### src/logic/sdrc_pkg.sv
// constants, enumerations and carrier structs for the reset and force-off control
// assumes one 250 MHz clock and already-decoded serial commands
package sdrc_pkg;

	// ----------------------------------------------------------------
	// widths
	// ----------------------------------------------------------------
	localparam int NCH = 2;
	localparam int CUR_W = 10;
	localparam int SLEW_W = 2;
	localparam int FAULT_W = 4;
	localparam int EDGE_W = 11;

	// ----------------------------------------------------------------
	// defaults
	// ----------------------------------------------------------------
	localparam logic [CUR_W-1:0] CUR_DEFAULT = 10'h000;
	localparam logic [SLEW_W-1:0] SLEW_DEFAULT = 2'h0;
	localparam logic [FAULT_W-1:0] FAULT_NONE = 4'h0;
	localparam logic [FAULT_W-1:0] FAULT_ALL = 4'hF;

	// ----------------------------------------------------------------
	// edge times per slew code, typical, and their cycle counts
	// ----------------------------------------------------------------
	localparam int CLK_MHZ = 250;
	localparam int EDGE_NS_0 = 500;
	localparam int EDGE_NS_1 = 1000;
	localparam int EDGE_NS_2 = 2000;
	localparam int EDGE_NS_3 = 5000;
	localparam logic [EDGE_W-1:0] EDGE_CYC_0 = EDGE_W'(EDGE_NS_0 * CLK_MHZ / 1000);
	localparam logic [EDGE_W-1:0] EDGE_CYC_1 = EDGE_W'(EDGE_NS_1 * CLK_MHZ / 1000);
	localparam logic [EDGE_W-1:0] EDGE_CYC_2 = EDGE_W'(EDGE_NS_2 * CLK_MHZ / 1000);
	localparam logic [EDGE_W-1:0] EDGE_CYC_3 = EDGE_W'(EDGE_NS_3 * CLK_MHZ / 1000);
	localparam logic [SLEW_W-1:0] SLEW_1 = 2'h1;
	localparam logic [SLEW_W-1:0] SLEW_2 = 2'h2;
	localparam logic [SLEW_W-1:0] SLEW_3 = 2'h3;

	// ----------------------------------------------------------------
	// types
	// ----------------------------------------------------------------
	typedef enum logic [1:0] {
		SDRC_CMD_CURRENT = 2'b00,
		SDRC_CMD_SLEW = 2'b01,
		SDRC_CMD_READ = 2'b10,
		SDRC_CMD_NOP = 2'b11
	} sdrc_cmd_kind_type;

	typedef enum logic [1:0] {
		SDRC_RESET = 2'b00,
		SDRC_IDLE_OFF = 2'b01,
		SDRC_ACTIVE = 2'b10,
		SDRC_FORCED = 2'b11
	} sdrc_mode_type;

	typedef struct packed {
		sdrc_cmd_kind_type kind;
		logic channel;
		logic [CUR_W-1:0] data;
	} sdrc_cmd_type;

	typedef struct packed {
		logic [CUR_W-1:0] current;
		logic [SLEW_W-1:0] slew;
		logic enable;
	} sdrc_chan_type;

	localparam sdrc_chan_type CHAN_DEFAULT = '{CUR_DEFAULT, SLEW_DEFAULT, 1'b0};

	typedef struct packed {
		logic fo_meta;
		logic fo_sync;
		sdrc_mode_type mode;
		sdrc_chan_type [NCH-1:0] chan;
		logic [NCH-1:0][EDGE_W-1:0] edge_cyc;
		logic [FAULT_W-1:0] faults;
		logic fault_valid;
		logic so_out;
		logic so_oe_n;
		logic cmd_taken;
		logic cmd_dropped;
	} sdrc_state_type;

	localparam sdrc_state_type STATE_RESET = '{
		fo_meta: 1'b1,
		fo_sync: 1'b1,
		mode: SDRC_RESET,
		chan: {CHAN_DEFAULT, CHAN_DEFAULT},
		edge_cyc: {EDGE_CYC_0, EDGE_CYC_0},
		faults: FAULT_NONE,
		fault_valid: 1'b0,
		so_out: 1'b0,
		so_oe_n: 1'b1,
		cmd_taken: 1'b0,
		cmd_dropped: 1'b0
	};

endpackage

### src/logic/sdrc_ctrl.sv
// reset, force-off and slew control of a two-channel solenoid driver
// assumes decoded serial commands, a supply monitor and fault events as synchronous inputs
//
// Overview of operation
// RL1 - reset zeroes currents, restores register defaults
// RL2 - reset clears every latched fault bit
// RL3 - outputs stay off until a command
// RL4 - logic supply undervoltage acts as reset
// RL5 - force-off holds zero current and defaults
// RL6 - commands during force-off are discarded
// RL7 - serial output undriven during force-off
// RL8 - force-off keeps latched fault bits
// RL9 - after force-off, stay off until commanded
// RL10 - host drives force-off while supply low
// RL11 - diagnostics invalid while supply below minimum
// RL12 - open force-off pin reads as asserted
// RL13 - factory test pin tied to ground
// RL14 - two-bit slew code selects edge time
// RL15 - force-off synchronised before gating anything
`timescale 1ns/1ps

module sdrc_ctrl
	import sdrc_pkg::*;
(
	// clock and power-on reset
	input wire logic clk,
	input wire logic rst,
	// supply monitor
	input wire logic vdd_undervoltage,
	input wire logic vdd_below_min,
	// force-off pin
	input wire logic force_off_level,
	input wire logic force_off_connected,
	// decoded serial commands
	input wire logic cmd_valid,
	input wire sdrc_cmd_type cmd,
	output logic cmd_taken,
	output logic cmd_dropped,
	// serial data output pin
	input wire logic so_frame,
	input wire logic so_bit,
	output logic so_out,
	output logic so_oe_n,
	// fault register
	input wire logic [FAULT_W-1:0] fault_event,
	input wire logic fault_read_clear,
	output logic [FAULT_W-1:0] fault_bits,
	output logic fault_valid,
	// channel a
	output logic [CUR_W-1:0] current_a,
	output logic [SLEW_W-1:0] slew_a,
	output logic [EDGE_W-1:0] edge_cycles_a,
	output logic low_side_output_a,
	// channel b
	output logic [CUR_W-1:0] current_b,
	output logic [SLEW_W-1:0] slew_b,
	output logic [EDGE_W-1:0] edge_cycles_b,
	output logic low_side_output_b
);

	// ----------------------------------------------------------------
	// helpers
	// ----------------------------------------------------------------
	function automatic logic [EDGE_W-1:0] slew_cycles(input logic [SLEW_W-1:0] code);
		logic [EDGE_W-1:0] res;
		res = EDGE_CYC_0;
		case (code)
			SLEW_1: res = EDGE_CYC_1;
			SLEW_2: res = EDGE_CYC_2;
			SLEW_3: res = EDGE_CYC_3;
			default: res = EDGE_CYC_0;
		endcase
		return res;
	endfunction

	sdrc_state_type st;
	sdrc_state_type next_st;
	logic force_off_eff;
	logic so_enable;

	// an unconnected pin floats high through the internal pull-up
	assign force_off_eff = force_off_level | ~force_off_connected; // RL12
	assign so_enable = so_frame & ~st.fo_sync;

	// ----------------------------------------------------------------
	// next state
	// ----------------------------------------------------------------
	always_comb begin
		next_st = st;
		next_st.fo_meta = force_off_eff;
		next_st.fo_sync = st.fo_meta; // RL15
		next_st.cmd_taken = 1'b0;
		next_st.cmd_dropped = 1'b0;
		// set wins over read-clear; events ignored while diagnostics are invalid
		next_st.faults = (st.faults & ~(fault_read_clear ? FAULT_ALL : FAULT_NONE))
			| (vdd_below_min ? FAULT_NONE : fault_event); // RL8 RL11
		next_st.fault_valid = ~vdd_below_min; // RL11
		next_st.so_oe_n = ~so_enable; // RL7
		next_st.so_out = so_enable & so_bit;
		if (st.fo_sync) begin
			// forced defaults; faults are left alone
			next_st.mode = SDRC_FORCED;
			next_st.chan = {CHAN_DEFAULT, CHAN_DEFAULT}; // RL5
			next_st.cmd_dropped = cmd_valid; // RL6
		end else begin
			case (st.mode)
				SDRC_RESET: begin
					next_st.mode = SDRC_IDLE_OFF;
				end
				SDRC_FORCED: begin
					// leave force-off with everything still at defaults
					next_st.mode = SDRC_IDLE_OFF; // RL9
				end
				SDRC_IDLE_OFF, SDRC_ACTIVE: begin
					if (cmd_valid) begin
						next_st.cmd_taken = 1'b1;
						case (cmd.kind)
							SDRC_CMD_CURRENT: begin
								next_st.chan[cmd.channel].current = cmd.data;
								next_st.chan[cmd.channel].enable = 1'b1; // RL3
								next_st.mode = SDRC_ACTIVE;
							end
							SDRC_CMD_SLEW: begin
								next_st.chan[cmd.channel].slew = cmd.data[SLEW_W-1:0]; // RL14
							end
							default: begin
							end
						endcase
					end
				end
				default: begin
					next_st.mode = SDRC_RESET;
				end
			endcase
		end
		for (int i = 0; i < NCH; i++) begin
			next_st.edge_cyc[i] = slew_cycles(next_st.chan[i].slew); // RL14
		end
		if (vdd_undervoltage) begin
			// same as power-on, but keep the synchroniser running
			next_st = STATE_RESET; // RL4
			next_st.fo_meta = force_off_eff;
			next_st.fo_sync = st.fo_meta;
		end
	end

	// ----------------------------------------------------------------
	// state register
	// ----------------------------------------------------------------
	always_ff @(posedge clk) begin
		if (rst) begin
			st <= STATE_RESET; // RL1 RL2
		end else begin
			st <= next_st;
		end
	end

	// ----------------------------------------------------------------
	// outputs
	// ----------------------------------------------------------------
	assign cmd_taken = st.cmd_taken;
	assign cmd_dropped = st.cmd_dropped;
	assign so_out = st.so_out;
	assign so_oe_n = st.so_oe_n;
	assign fault_bits = st.faults;
	assign fault_valid = st.fault_valid;
	assign current_a = st.chan[0].current;
	assign slew_a = st.chan[0].slew;
	assign edge_cycles_a = st.edge_cyc[0];
	assign low_side_output_a = st.chan[0].enable;
	assign current_b = st.chan[1].current;
	assign slew_b = st.chan[1].slew;
	assign edge_cycles_b = st.edge_cyc[1];
	assign low_side_output_b = st.chan[1].enable;
endmodule

### config.mk
export PLATFORM = sky130hd
export DESIGN_NAME = sdrc_ctrl
export DESIGN_NICKNAME = d
export VERILOG_FILES = /design/src/logic/sdrc_pkg.sv /design/src/logic/sdrc_ctrl.sv
export SDC_FILE = /design/constraint.sdc
export NUM_CORES = 1
export LEC_CHECK = 0
export ABC_CLOCK_PERIOD_IN_PS = 2000
export CORE_MARGIN = 5
export CORE_UTILIZATION = 60
export DETAILED_ROUTE_END_ITERATION = 12
export DONT_BUFFER_PORTS = 1
export PLACE_DENSITY = 0.76
export SLEW_MARGIN = 0
export SYNTH_ARGS = -nofsm -noshare
export SYNTH_HDL_FRONTEND = slang
export SYNTH_SLANG_ARGS = --single-unit
### constraint.sdc
create_clock -name clk -period 2 [get_ports clk]
set_input_delay 0.4 -clock clk [delete_from_list [all_inputs] [get_ports clk]]
set_output_delay 0.4 -clock clk [all_outputs]
set_load 0.02 [all_outputs]
==> results.md <==
- Outcome: complete, no violations
- Setup TNS Final: 0 ns
- Ranking of synthesized cells by area: dfxtp_1 45%, buf_4 16%, mux2i_1 13%
- GRT Total Usage: 0.150
- Full die area: 5410 sq um
- Setup violators final: 0
- Pwr/cell area: 859 nW/um^2
- Worst-case clock buffer depth: 2
- Ys async rst share: 0
- Diode count: 0
- Buf/Inv on CP: 1
- Prevailing post-synth register cell: dfxtp_1
- Clock power frac: 0.389
- Filler Cells Inserted: 347
- Flop pwr share: 0.584
- Slew Limit Fails: 0
- RSZ-0062 raised after global routing: false
- Area leader, netlist: dfxtp_1
- DR iter-0 viols: 84
- # IOs: 84
- Crit-path max cell delay: 0.36 ns
- Combinational Power Share: 0.028
- CP max stage cell: dfxtp_1
- Vias in the first global route: 1,284
- Post-synth EDFFs: 0
- Layout cells sized above 1: 0.132
- Hold buffer count at cts: 0
- CP Max Fanout: 24
- Crit path capture type: flip-flop
- CTS root buf: clkbuf_8
- Starting Density: 0.614
- VDD IR max: 0.000443 V
- Seq/Total Area, Yosys: 0.455
- First-pass GRT wire length: 6.15 mm
- Final Cycle Share: 0.741
- Clock Latency Late Sink: 0.31 ns
- CTS resizes: 0
- Crit path time final: 1.48 ns
- Top cell type's share of synthesized area: 0.455
- Worst EP arrival: 1.68 ns
- Row count: 23
- Gr ovfl total: 0
- Htree depth: 2
- Layout area overhead: -8.32%
- Die Wd: 73.5 um
- Core footprint: 3940 sq um
- Synthesis-stage register bit count: 55
- Fin. Hold Viols: 0
- Vias/cell: 5.22
- Initial antenna violation count: 0
- Total CTS buffers: 5
- Layout Skew: 0.00685 ns
- Pleak: 0.990 nW
- Synthesized area: 2420 sq um
- Highest Clock Rate: 675 MHz
- # DRC: 0
- Pin count of the biggest net entering global routing: 25
- Port Buffers: 0
- Via count: 1,290
- Cell internal pwr: 0.00153 W
- Max cap viols: 0
- Critical-path cell list: nor3_2 -> buf_4 -> o21ai_0 -> mux2_4
- DP Wirelength: 2.80 mm
- Min-delay worst type: input port to flip-flop
- Sw Ratio: 0.199
- Mean Syn Cell Area: 10.0 sq um
- Placer congestion estimate: 0.738
- Vert. Die Dim: 73.5 um
- Placed Area: 2100 sq um
- CTS tree: done
- Post-layout net count: 223
- Fin area: 2220 sq um
- Psw: 0.000380 W
- Startpoint types: flip-flop
- Worst path required time: 2.20 ns
- Yosys cell types: 30
- WS Path Type: flip-flop to flip-flop
- DR WL/cell: 15.3 um
- Count of clock tree sinks: 55
- Reg clk slew, reported paths: 0.09 ns
- Syn Inst Count: 241
- Setup bufs post-CTS: 0
- Detailed Routing Iterations Pass 1: 4
- Worst path top cell family by delay: flip-flops
- Final wirelength: 3.77 mm
- Antenna Nets Post-Route: 0
- Synth Warn #: 0
- Final Power: 0.00191 W
## metrics by stage
step | utilization | hold WS, ns | std cells | setup WS, ns
floorplan | - | 0.389 | 245 | 0.596
global placement | 0.533 | 0.395 | 239 | 0.524
detailed placement | 0.533 | 0.397 | 239 | 0.489
CTS | 0.563 | 0.141 | 247 | 0.500
global route | 0.563 | 0.137 | 247 | 0.361
finish | 0.563 | 0.154 | 247 | 0.518
## worst paths after layout
kind	startpoint	endpoint	slack, ns	depth (start not counted)
worst max-delay path	st[59]	edge_cycles_a[0]	0.52	4
worst min-delay path	so_frame	so_oe_n	0.15	1
worst max register to register	st[59]	edge_cycles_a[0]	0.52	4
worst min register to register	st[60]	st[59]	0.42	1
## area by class of cell
cell class                 count  area [sq um]  share of cell area
timing repair buffer           5          37.5              0.0169
inverter                       2          7.51             0.00338
tap                           50          62.6              0.0282
sequential                    55          1100               0.496
clock inverter                 2          35.0              0.0158
clock buffer                   6          82.6              0.0372
multi-input combinational    127           893               0.402
## cells by family after synthesis
| logic type | count (synthesis) | share of synthesized area |
|---|---|---|
| muxes | 40 | 0.182 |
| DFF | 55 | 0.455 |
| xor gates and xnor gates | 1 | 0.00672 |
| buffers and inverters | 63 | 0.184 |
| other | 2 | 0.00310 |
| AOI/OAI and AO/OA | 12 | 0.0305 |
| and+or+nand+nor | 68 | 0.139 |
## worst reg2reg max path, stage by stage (launching register included)
cell and delay [ns]:
dfxtp_1 0.36, nor3_2 0.22, buf_4 0.27, o21ai_0 0.22
mux2_4 0.31
## synth_stat cells (3+ instances only)
library cell and count:
o21ai_0 3, dfxtp_1 55, buf_4 52, mux2_4 8, nand2b_1 9, mux2i_1 32
nor2_1 4, nand4_1 3, nand2_1 38, buf_2 6, a21oi_1 5
## sequential cells by signal, indices dropped and copies added, names as in the netlist
name	cells
fault_bits	4
so_oe_n	1
edge_cycles_b	8
low_side_output_b	1
current_b	10
low_side_output_a	1
slew_a	2
edge_cycles_a	8
so_out	1
cmd_dropped	1
current_a	10
slew_b	2
fault_valid	1
st	4
cmd_taken	1
## placed cells by master (no fill, tap or decap)
master and count:
mux2i_1 32, nand4b_1 2, nand3b_1 2, or2_2 1
o21ba_2 1, and3_1 2, or2_1 1, nor2b_1 1
nand2b_1 9, a21boi_0 1, clkbuf_8 6, mux2_4 8
nor3_2 1, nand4_1 3, inv_1 2, clkinv_2 1
conb_1 6, or4b_4 1, xor2_2 1, dfxtp_1 55
o41ai_1 1, nor2_1 4, nand3_1 2, and4b_1 1
o21ai_0 3, o21a_1 1, a21oi_1 5, nand2_1 38
bufinv_16 1, buf_4 5
## power groups by stage
stage	combinational, W	clock (W)	sequential, W
floorplan	0.0000671	0	0.00113
global placement	0.0000516	0	0.00114
detailed placement	0.0000525	0	0.00114
CTS	0.0000527	0.000769	0.00111
global route	0.0000579	0.000809	0.00112
finish	0.0000526	0.000741	0.00111
## metal layers
layer  GRT usage  up-vias  share of wire
met5           0        -              0
met4      0.0664        0          0.019
met3      0.0834        7           0.12
li1            -      641              -
met1       0.175      589           0.39
met2       0.225       53           0.47
Note: power is estimated with default switching activity, not from simulation.
